<file path="config.mk">
export PLATFORM = sky130hd
export DESIGN_NAME = scs_shutdown_cause_recorder
export DESIGN_NICKNAME = d
export VERILOG_FILES = /design/src/scs_pkg.sv /design/src/scs_shutdown_cause_recorder.sv /design/src/scs_sync.sv
export VERILOG_INCLUDE_DIRS = /design/src
export SDC_FILE = /design/constraint.sdc
export NUM_CORES = 1
export LEC_CHECK = 0
export ABC_AREA = 1
export BUFFER_PORTS_ARGS = -buffer_cell sky130_fd_sc_hd__buf_2
export CAP_MARGIN = 40
export CORE_UTILIZATION = 45
export DETAILED_ROUTE_END_ITERATION = 10
export PLACE_DENSITY = 0.62
export SYNTH_ARGS = -nofsm -noshare
export SYNTH_HDL_FRONTEND = slang
export SYNTH_SLANG_ARGS = --single-unit
</file>
<file path="constraint.sdc">
create_clock -name CLK -period 3.25 [get_ports CLK]
set_input_delay 0.325 -clock CLK [delete_from_list [all_inputs] [get_ports CLK]]
set_output_delay 0.325 -clock CLK [all_outputs]
set_load 0.01 [all_outputs]
</file>
<file path="src/scs_params.svh">
//------------------------------------------------------------------------------
// Purpose: Constants for the shutdown cause recorder: address, fields, timing.
// Assumes: A 25 MHz block clock.
// Notes:   Definitions only; included by its bare name.
//------------------------------------------------------------------------------
`ifndef SCS_PARAMS_SVH
`define SCS_PARAMS_SVH

// -----------------------------------------------------------------------------
// Register map
// -----------------------------------------------------------------------------
// Register address of the shutdown cause log.
`define SCS_LOG_ADDR 8'h0c
// Value after a backup supply undervoltage reset.
`define SCS_LOG_RESET 8'h40
// Value to which a read clears the log.
`define SCS_LOG_CLEAR 8'h00
// Value returned for any other address.
`define SCS_UNMAPPED_DATA 8'h00

// -----------------------------------------------------------------------------
// Field positions
// -----------------------------------------------------------------------------
`define SCS_BIT_RESET_INPUT 7
`define SCS_BIT_BATT_UV 6
`define SCS_BIT_BATT_OV 5
`define SCS_BIT_BATT_LOW 4
`define SCS_BIT_THERMAL 3
`define SCS_BIT_HARD_RESET 2
`define SCS_BIT_WATCHDOG 1
`define SCS_BIT_SHUTDOWN_PIN 0

// -----------------------------------------------------------------------------
// Timing
// -----------------------------------------------------------------------------
// Clock rate in MHz.
`define SCS_CLK_MHZ 25
// Longest battery dropout, in microseconds, that still allows a restart.
`define SCS_RECOVER_US 2000
// The same window in clock cycles (a longest time, so rounded down).
`define SCS_RECOVER_CYC (`SCS_RECOVER_US * `SCS_CLK_MHZ)

`endif

</file>
<file path="src/scs_pkg.sv">
//------------------------------------------------------------------------------
// Purpose: Types shared by the shutdown cause recorder files.
// Assumes: Nothing beyond the params header.
// Notes:   Used only through scs_pkg:: names.
//------------------------------------------------------------------------------
package scs_pkg;

    // -------------------------------------------------------------------------
    // Cause vector, laid out exactly as the log register bits 7 down to 0.
    // -------------------------------------------------------------------------
    typedef struct packed {
        logic reset_input_cause;
        logic battery_undervoltage_cause;
        logic battery_overvoltage_cause;
        logic battery_low_cause;
        logic thermal_overload_cause;
        logic manual_hard_reset_cause;
        logic watchdog_cause;
        logic shutdown_pin_cause;
    } scs_cause_type;

    // -------------------------------------------------------------------------
    // States of the momentary power loss recovery watcher.
    // -------------------------------------------------------------------------
    typedef enum logic [0:0] {
        SCS_REC_IDLE,
        SCS_REC_WAIT
    } scs_rec_state_type;

endpackage : scs_pkg

</file>
<file path="src/scs_shutdown_cause_recorder.sv">
//------------------------------------------------------------------------------
// Purpose: Records which conditions caused each global shutdown.
// Assumes: RESET is the backup supply undervoltage reset, synchronous to CLK.
// Notes:   Register reads arrive from the serial interface on the same clock.
//------------------------------------------------------------------------------
// Operation
// - Reset input shutdown sets bit 7.
// - Battery undervoltage shutdown sets bit 6.
// - Recovery enabled allows restart after brief dropout.
// - Battery overvoltage shutdown sets bit 5.
// - Enabled battery-low shutdown sets bit 4.
// - Thermal overload shutdown sets bit 3.
// - Manual hard reset shutdown sets bit 2.
// - Watchdog expiry shutdown sets bit 1.
// - Shutdown pin shutdown sets bit 0.
`include "scs_params.svh"

module scs_shutdown_cause_recorder #(
    parameter int RECOVER_CYC = `SCS_RECOVER_CYC
) (
    input wire logic CLK,
    input wire logic RESET,
    input wire logic CE,
    input wire logic GLOBAL_SHUTDOWN,
    input wire logic EXTERNAL_RESET_INPUT,
    input wire logic BATT_UNDERVOLTAGE,
    input wire logic BATT_OVERVOLTAGE,
    input wire logic BATT_LOW,
    input wire logic LOW_BATTERY_SHUTDOWN_ENABLE,
    input wire logic THERMAL_OVERLOAD,
    input wire logic HARD_RESET_EVENT,
    input wire logic WATCHDOG_EXPIRED,
    input wire logic SHUTDOWN_PIN,
    input wire logic MOMENTARY_POWER_LOSS_RECOVERY,
    input wire logic RD_STB,
    input wire logic [7:0] RD_ADDR,
    output logic [7:0] RD_DATA,
    output logic RD_VALID,
    output logic RESTART_REQ
);

    // -------------------------------------------------------------------------
    // Cause input synchronisation
    // -------------------------------------------------------------------------
    // Raw pins and monitor outputs, gathered in register bit order.
    logic [7:0] cause_raw;
    // Synchronised copies of the same.
    logic [7:0] cause_sync;
    // Live synchronised cause vector, sampled by the log at a shutdown.
    scs_pkg::scs_cause_type cause_s;

    // The low-battery enable is left out of the raw vector (bit 4 is BATT_LOW);
    // it is applied after synchronisation because it comes from this clock.
    assign cause_raw = {EXTERNAL_RESET_INPUT, BATT_UNDERVOLTAGE, BATT_OVERVOLTAGE, BATT_LOW,
                        THERMAL_OVERLOAD, HARD_RESET_EVENT, WATCHDOG_EXPIRED, SHUTDOWN_PIN};

    // All cause sources come from other supplies or pins, so each gets two flops.
    scs_sync #(
        .WIDTH(8)
    ) u_sync (
        .clk(CLK),
        .reset(RESET),
        .ce(CE),
        .d(cause_raw),
        .q(cause_sync)
    );

    // Map the synchronised levels onto the cause fields.
    always_comb begin
        cause_s.reset_input_cause = cause_sync[`SCS_BIT_RESET_INPUT];
        cause_s.battery_undervoltage_cause = cause_sync[`SCS_BIT_BATT_UV];
        cause_s.battery_overvoltage_cause = cause_sync[`SCS_BIT_BATT_OV];
        cause_s.battery_low_cause = cause_sync[`SCS_BIT_BATT_LOW] & LOW_BATTERY_SHUTDOWN_ENABLE;
        cause_s.thermal_overload_cause = cause_sync[`SCS_BIT_THERMAL];
        cause_s.manual_hard_reset_cause = cause_sync[`SCS_BIT_HARD_RESET];
        cause_s.watchdog_cause = cause_sync[`SCS_BIT_WATCHDOG];
        cause_s.shutdown_pin_cause = cause_sync[`SCS_BIT_SHUTDOWN_PIN];
    end

    // -------------------------------------------------------------------------
    // Cause log and read port
    // -------------------------------------------------------------------------
    logic [7:0] log_r;      // The shutdown cause log itself.
    logic [7:0] log_nxt;
    logic [7:0] rd_data_r;  // Registered read data.
    logic [7:0] rd_data_nxt;
    logic rd_valid_r;       // One-cycle answer strobe.
    logic rd_valid_nxt;
    logic log_read;         // A read of the log address this cycle.
    logic [7:0] set_vec;    // Bits to set on a shutdown.

    // A read at the log address is the only way software affects the log;
    // there is no write path, so the register is read-only by construction.
    assign log_read = RD_STB && (RD_ADDR == `SCS_LOG_ADDR);

    // Next-state logic for the log and read data.
    always_comb begin
        set_vec = 8'h00;
        // Only a real shutdown records causes; a cause active at other times
        // leaves its flag alone.
        if (GLOBAL_SHUTDOWN) begin
            set_vec = cause_s;
        end
        // accumulate until read
        // The set is OR-ed in after the clear, so a shutdown landing in the
        // same cycle as the read is kept for the next read.
        log_nxt = (log_read ? `SCS_LOG_CLEAR : log_r) | set_vec;
        rd_valid_nxt = RD_STB;
        if (log_read) begin
            // The read returns the value before this cycle's clear.
            rd_data_nxt = log_r;
        end else if (RD_STB) begin
            // Other addresses belong to other blocks; answer with zero.
            rd_data_nxt = `SCS_UNMAPPED_DATA;
        end else begin
            rd_data_nxt = rd_data_r;
        end
        // The clock enable freezes every register.
        if (!CE) begin
            log_nxt = log_r;
            rd_valid_nxt = rd_valid_r;
            rd_data_nxt = rd_data_r;
        end
    end

    always_ff @(posedge CLK) begin
        if (RESET) begin
            log_r <= `SCS_LOG_RESET;
            rd_data_r <= 8'h00;
            rd_valid_r <= 1'b0;
        end else begin
            log_r <= log_nxt;
            rd_data_r <= rd_data_nxt;
            rd_valid_r <= rd_valid_nxt;
        end
    end

    assign RD_DATA = rd_data_r;
    assign RD_VALID = rd_valid_r;

    // -------------------------------------------------------------------------
    // Momentary power loss recovery
    // -------------------------------------------------------------------------
    scs_pkg::scs_rec_state_type state_r;  // Recovery watcher state.
    scs_pkg::scs_rec_state_type state_nxt;
    logic [31:0] cnt_r;                   // Cycles left in the dropout window.
    logic [31:0] cnt_nxt;
    logic restart_r;                      // Registered restart request pulse.
    logic restart_nxt;

    // After an undervoltage shutdown with recovery enabled, watch the battery;
    // if it returns before the window closes, ask the sequencer to restart.
    // A longer dropout is treated as a genuine dead battery and stays off.
    always_comb begin
        state_nxt = state_r;
        cnt_nxt = cnt_r;
        restart_nxt = 1'b0;
        case (state_r)
            scs_pkg::SCS_REC_IDLE: begin
                if (GLOBAL_SHUTDOWN && cause_s.battery_undervoltage_cause && MOMENTARY_POWER_LOSS_RECOVERY) begin
                    state_nxt = scs_pkg::SCS_REC_WAIT;
                    cnt_nxt = 32'(RECOVER_CYC - 1);
                end
            end
            scs_pkg::SCS_REC_WAIT: begin
                if (!cause_s.battery_undervoltage_cause) begin
                    restart_nxt = 1'b1;
                    state_nxt = scs_pkg::SCS_REC_IDLE;
                end else if (cnt_r == 32'h0000_0000) begin
                    // Window expired; remain shut down.
                    state_nxt = scs_pkg::SCS_REC_IDLE;
                end else begin
                    cnt_nxt = cnt_r - 32'h0000_0001;
                end
            end
            default: begin
                state_nxt = scs_pkg::SCS_REC_IDLE;
            end
        endcase
        if (!CE) begin
            state_nxt = state_r;
            cnt_nxt = cnt_r;
            restart_nxt = restart_r;
        end
    end

    // Registers for the recovery watcher.
    always_ff @(posedge CLK) begin
        if (RESET) begin
            state_r <= scs_pkg::SCS_REC_IDLE;
            cnt_r <= 32'h0000_0000;
            restart_r <= 1'b0;
        end else begin
            state_r <= state_nxt;
            cnt_r <= cnt_nxt;
            restart_r <= restart_nxt;
        end
    end

    assign RESTART_REQ = restart_r;
endmodule : scs_shutdown_cause_recorder

</file>
<file path="src/scs_sync.sv">
//------------------------------------------------------------------------------
// Purpose: Two flip-flop synchroniser bank for asynchronous cause inputs.
// Assumes: Each input is a level held for several clock cycles.
// Notes:   The first stage feeds only the second stage.
//------------------------------------------------------------------------------
module scs_sync #(
    parameter int WIDTH = 8
) (
    input wire logic clk,
    input wire logic reset,
    input wire logic ce,
    input wire logic [WIDTH-1:0] d,
    output logic [WIDTH-1:0] q
);

    // -------------------------------------------------------------------------
    // One pair of flops per bit.
    // -------------------------------------------------------------------------
    genvar i;
    generate
        for (i = 0; i < WIDTH; i++) begin : g_bit
            logic meta_r;  // First stage, may go metastable.
            logic sync_r;  // Second stage, safe to read.
            logic meta_nxt;
            logic sync_nxt;

            // Next values: hold while the clock enable is low.
            always_comb begin
                meta_nxt = ce ? d[i] : meta_r;
                sync_nxt = ce ? meta_r : sync_r;
            end

            // Registers clear to zero so no cause is seen out of reset.
            always_ff @(posedge clk) begin
                if (reset) begin
                    meta_r <= 1'b0;
                    sync_r <= 1'b0;
                end else begin
                    meta_r <= meta_nxt;
                    sync_r <= sync_nxt;
                end
            end

            assign q[i] = sync_r;
        end
    endgenerate

endmodule : scs_sync

</file>
==> results of run 1 <==
## path summary, 6_finish.rpt
kind	from	to
max	cnt_r[0]	cnt_r[27]
min	EXTERNAL_RESET_INPUT	u_sync.g_bit[7].meta_r
max reg2reg	cnt_r[0]	cnt_r[27]
min reg2reg	log_r[2]	RD_DATA[2]
## state kept, by name, indices dropped and copies added, names as in the netlist
signal               flops
RD_DATA                  8
RD_VALID                 1
RESTART_REQ              1
cnt_r                   32
log_r                    8
state_r                  1
u_sync.g_bit.meta_r      8
u_sync.g_bit.sync_r      8
## logic make-up after synthesis
group                      count (synthesis)  synth area share (%)
AOI/OAI and AO/OA                         77                 12.56
xor gates and xnor gates                   2                0.4820
adders and majority gates                  1                0.3442
buffers and inverters                     60                 7.401
DFF                                       67                 36.90
and+or+nand+nor                          363                 42.31
## per-stage QoR
stage / utilization, % / setup WS (ps)
after global placement: 49.31 / 1131
after CTS: 51.88 / 1148
after global routing: 51.88 / 895.3
after floorplan: - / 1585
final: 51.88 / 1137
after detailed placement: 49.31 / 1044
## cell usage after synthesis
| master | count | share of area [%] |
|---|---|---|
| nand2_1 | 168 | 17 |
| nor2_1 | 126 | 13 |
| dfxtp_1 | 67 | 37 |
| inv_1 | 39 | 4.0 |
| a21oi_1 | 33 | 4.5 |
| o21ai_0 | 22 | 3.0 |
| nand3_1 | 20 | 2.8 |
| nand4_1 | 15 | 2.6 |
| a21oi_2 | 13 | 3.1 |
| nand2_2 | 13 | 2.2 |
| clkbuf_1 | 10 | 1.0 |
| o21bai_1 | 9 | 1.9 |
| nor2_2 | 5 | 0.86 |
| buf_2 | 4 | 0.55 |
| nor3b_1 | 4 | 0.83 |
| or2_2 | 4 | 0.69 |
| nor3_1 | 3 | 0.41 |
| buf_1 | 2 | 0.21 |
| buf_8 | 2 | 0.83 |
| inv_2 | 2 | 0.21 |
| nor2_4 | 2 | 0.62 |
| xor2_1 | 2 | 0.48 |
| buf_12 | 1 | 0.55 |
| ha_1 | 1 | 0.34 |
| nand2_4 | 1 | 0.31 |
| nand3_4 | 1 | 0.48 |
| or2_1 | 1 | 0.17 |
## final cells by class
class / count / area, um^2 / area share [%]
Tap cell: 102 / 127.6 / 3.167
Inverter: 41 / 153.9 / 3.819
Clock buffer: 9 / 123.9 / 3.074
Clock inverter: 7 / 76.32 / 1.894
Timing Repair Buffer: 35 / 182.7 / 4.533
Multi-Input combinational cell: 443 / 2024 / 50.23
Sequential cell: 67 / 1341 / 33.28
## power groups by stage
stage                     clock network (mW)  registers, mW  logic, mW
after floorplan                            0          0.871      0.190
after global placement                     0          0.874      0.243
after detailed placement                   0          0.874      0.248
after CTS                              0.728          0.855      0.249
after global routing                   0.758          0.858      0.288
final                                  0.711          0.855      0.249
## routing by layer
layer / part of all wire [%] / GRT usage, %
met5: 0 / 0
met4: 2.4 / 9.766
met3: 4.2 / 4.478
met2: 44 / 36.07
met1: 50 / 30.15
## worst min-delay path, stage by stage
cell and delay (ps):
buf_2 70, nor2_1 30, nor2_1 80
==> impl_metrics.json, run 1 <==
{
  "p_seq_share_pct": 47.1,
  "hpwl_um": 6370,
  "gr-total-overflow": 0,
  "dieArea_um2": 8441,
  "drt_first_pass_iters": 5,
  "avgSynthCellArea_um2": 6.377,
  "vdd_drop_max_uv": 246.3,
  "p_leak_nw": 1.885,
  "fin_crit_ps": 2113,
  "power_density_nw_per_um2": 450.2,
  "htreeDepth": 3,
  "wl_per_cell_um": 12.46,
  "cp.required_ps": 3470,
  "io_pins": 33,
  "crit_path_start_kind": "flop",
  "rows": 32,
  "clock_path_buffers": 2,
  "fin_nets": 621,
  "grt_pass1_vias": 3288,
  "drtIter0Drc": 163,
  "cpPeakStageDelay_ps": 410,
  "path_clk_slew_ps": 80,
  "dp.cells": 688,
  "power_mw": 1.814,
  "final_area_um2": 4030,
  "dr_total_vias": 3493,
  "cp_common_cell": "nor2_1",
  "worst-path-stages": 12,
  "routed_wl_um": 8774,
  "tightest_slew_ps": 657.8,
  "intPower_mw": 1.285,
  "place.gp.congestion": 0.8946,
  "mappedNetlistArea_um2": 3635,
  "layout_common_cells": "168 x nand2_1, 126 x nor2_1, 67 x dfxtp_1",
  "placed_cell_area_um2": 3830,
  "antenna_found_initial": 0,
  "grt_first_pass_wirelength_um": 15250,
  "cts-buffers-inserted": 9,
  "p_switching_uw": 529.8,
  "syn-num-nets": 594,
  "run_status": "complete, no violations",
  "min_path_type": "in2reg",
  "rrSetupSlack_ps": 1140,
  "drive_above_1_share_pct": 15.28,
  "path_buf_inv": 2,
  "r2r_cells": 12,
  "p_clk_share_pct": 39.2,
  "finalMaxSlewViolations": 0,
  "comb_power_share_pct": 13.7,
  "antenna_cells": 0,
  "syn_to_final_growth_pct": 10.88,
  "slowest_stage": "buf_4",
  "initial_utilization_pct": 46.79,
  "rsz0062_at_grt": "false",
  "max_freq_ghz": 0.4732,
  "ys_seq_elements": 67,
  "clk_latency_ps": 340,
  "instances_no_fill": 704,
  "cts_tree": "built",
  "ctsHoldBuffers": 0,
  "fillers": 874,
  "timing.final.crit_share_pct": 65.03,
  "cp_cell_sequence": "inv_1 -> ha_1 -> nand2_2 -> nor2_4 -> nand2_2 -> nor2_4 -> nand2_4 -> nand3_4 -> buf_4 -> nor2_1 -> nor2_1 -> nor2_1",
  "fin_tns_setup_ps": 0,
  "cp.arrival_ps": 2330,
  "drc": 0,
  "endpoint_kind": "flop",
  "crit_type": "reg2reg",
  "viasPerCell": 4.962,
  "cts_sinks": 67,
  "grt_use_total_pct": 22.78,
  "relSlewSlack_pct": 56.10,
  "grt_max_degree": 39,
  "die_h_um": 91.88,
  "ant_nets": 0,
  "ctsResizeCount": 0,
  "cp_max_fo": 38,
  "yosysWarnings": 0,
  "final_common_cell": "nand2_1",
  "setup_viol": 0,
  "core_area_um2": 7767,
  "skew_ps": 7.085,
  "cts-root-buf": "clkbuf_8",
  "port-buffer-count": 32,
  "switching_share_pct": 29.20,
  "hold_depth": 3,
  "syn_inst": 570,
  "hold_viol_final": 0,
  "synth.distinct_cells": 27,
  "whs_ps": 198.2,
  "die_w_um": 91.88,
  "seq_area_frac_synth_pct": 36.90,
  "cpLargestDelayFamily": "simple AND/OR/NAND/NOR gates",
  "post-cts-setup-buffers": 0,
  "maxCapViolCount": 0
}
Power figures use the tool's default switching activity.
==> inputs of run 2 (changes only) <==
- PLACE_DENSITY: 0.62 -> 0.65
- clock period: 3.25 -> 1.7 ns (I/O delays scaled with it)
==> run 2 against run 1 <==
Core utilization up 7.1 points. Sequential power increased by 91%. Register-to-register slack lost 1100 ps. Setup slack got worse by 1100 ps. First-iteration DRC count up 25%. Clock skew is 1.8 ps higher. Critical path type unchanged.
==> impl_metrics.json, run 2 (synthesis gave the netlist of run 1 again) <==
{
  "dieArea_um2": 8441,
  "gr-total-overflow": 0,
  "antenna_cells": 0,
  "tightest_slew_ps": 411.4,
  "cts_sinks": 67,
  "rrSetupSlack_ps": 50,
  "timing.final.crit_share_pct": 96.93,
  "layout_common_cells": "162 x nand2_1, 99 x nor2_1, 67 x dfxtp_1",
  "crit_path_start_kind": "flop",
  "p_clk_share_pct": 38.8,
  "cp_common_cell": "nand2_2",
  "maxCapViolCount": 0,
  "wl_per_cell_um": 12.74,
  "die_w_um": 91.88,
  "path_clk_slew_ps": 90,
  "grt_first_pass_wirelength_um": 16150,
  "max_freq_ghz": 0.6069,
  "cp.arrival_ps": 1940,
  "run_status": "complete, no violations",
  "crit_type": "reg2reg",
  "syn_to_final_growth_pct": 25.96,
  "port-buffer-count": 32,
  "intPower_mw": 2.547,
  "die_h_um": 91.88,
  "cts-buffers-inserted": 9,
  "grt_max_degree": 35,
  "ant_nets": 0,
  "endpoint_kind": "flop",
  "clock_path_buffers": 2,
  "cts_tree": "built",
  "wl_met3_um": 464,
  "finalMaxSlewViolations": 0,
  "fin_tns_setup_ps": 0,
  "fillers": 772,
  "cp.required_ps": 1990,
  "min_path_type": "in2reg",
  "skew_ps": 8.865,
  "drc": 0,
  "fin_crit_ps": 1648,
  "place.gp.congestion": 0.9372,
  "wl_met2_um": 4445,
  "power_density_nw_per_um2": 795.7,
  "viasPerCell": 5.005,
  "setup_viol": 0,
  "largest_reg_flops": 32,
  "cpPeakStageDelay_ps": 370,
  "met1_length_um": 4514,
  "final_area_um2": 4578,
  "drive_above_1_share_pct": 27.41,
  "p_switching_mw": 1.096,
  "rows": 32,
  "hpwl_um": 6984,
  "cts-root-buf": "clkbuf_8",
  "dr_total_vias": 3779,
  "vdd_drop_max_uv": 477.4,
  "clk_latency_ps": 360,
  "placed_cell_area_um2": 4213,
  "rsz0062_at_grt": "true",
  "largest-register": "cnt_r",
  "p_leak_nw": 2.191,
  "switching_share_pct": 30.07,
  "drtIter0Drc": 203,
  "fin_nets": 672,
  "hold_viol_final": 0,
  "grt_pass1_vias": 3494,
  "top_layer": "met4",
  "drt_first_pass_iters": 5,
  "relSlewSlack_pct": 72.54,
  "core_area_um2": 7767,
  "routed_wl_um": 9619,
  "cp_max_fo": 6,
  "grt_use_total_pct": 24.23,
  "initial_utilization_pct": 46.79,
  "htreeDepth": 3,
  "antenna_found_initial": 0,
  "slowest_stage": "dfxtp_1",
  "io_pins": 33,
  "dp.cells": 734,
  "p_seq_share_pct": 44.8,
  "comb_power_share_pct": 16.3,
  "final_common_cell": "nand2_1",
  "cp_cell_sequence": "nor2_1 -> nand2_2 -> nor2_4 -> nand2_2 -> or2_2 -> nand3_1 -> nand2_1 -> a21oi_1",
  "instances_no_fill": 755
}
## run 2: worst paths after layout
path / cells after the start / start / end
worst min-delay path: 3 / EXTERNAL_RESET_INPUT / u_sync.g_bit[7].meta_r
worst max register to register: 8 / cnt_r[6] / cnt_r[15]
worst max-delay path: 8 / cnt_r[6] / cnt_r[15]
worst min register to register: 2 / RD_DATA[2] / RD_DATA[2]
## run 2: critical path: cells and delay by family (launching register included)
| kind | cells | cell delay, ps |
|---|---|---|
| flip-flops | 1 | 370 |
| AND/OR/NAND/NOR | 7 | 1090 |
| AO/OA/AOI/OAI | 1 | 130 |
## run 2: per-layer routing
metal  vias up  GRT usage [%]
li1       1966              -
met1      1697          32.53
met2       100          38.87
met3        16          3.400
met4         0          10.29
met5         -              0
## run 2: area by class of cell
type	instances	area [um^2]	share of cell area (%)
tap	102	127.6	2.788
clock buffer	9	123.9	2.706
sequential	67	1341	29.30
multi-input combinational	443	2145	46.84
inverter	41	153.9	3.362
clock inverter	7	83.83	1.831
timing repair buffer	86	603.1	13.17
## run 2: timing repair
| item | in CTS | in global routing |
|---|---|---|
| gates resized for setup | 5 | 40 |
| setup endpoints to repair | 7 | 32 |
| pin swaps | 0 | 4 |
| buffers inserted | 0 | 5 |
| hold buffers | 0 | 0 |
## run 2: power groups by stage
stage	combinational [mW]	clock (mW)	sequential, mW
floorplan	0.363	0	1.67
global placement	0.533	0	1.67
detailed placement	0.539	0	1.67
CTS	0.548	1.44	1.63
global route	0.666	1.51	1.64
finish	0.595	1.41	1.63
## run 2: metrics by stage
step           setup WS (ps)  total power, mW  hold WS (ps)  util, %
2_1_floorplan          34.98            2.029         304.9        -
3_3_place_gp          -29.06            2.199         393.3    54.24
3_5_place_dp          -50.52            2.207         399.9    54.24
4_1_cts                6.137            3.624         21.91    57.10
5_1_grt               -66.39            3.812         39.47    58.94
6_report               52.15            3.643         28.07    58.94
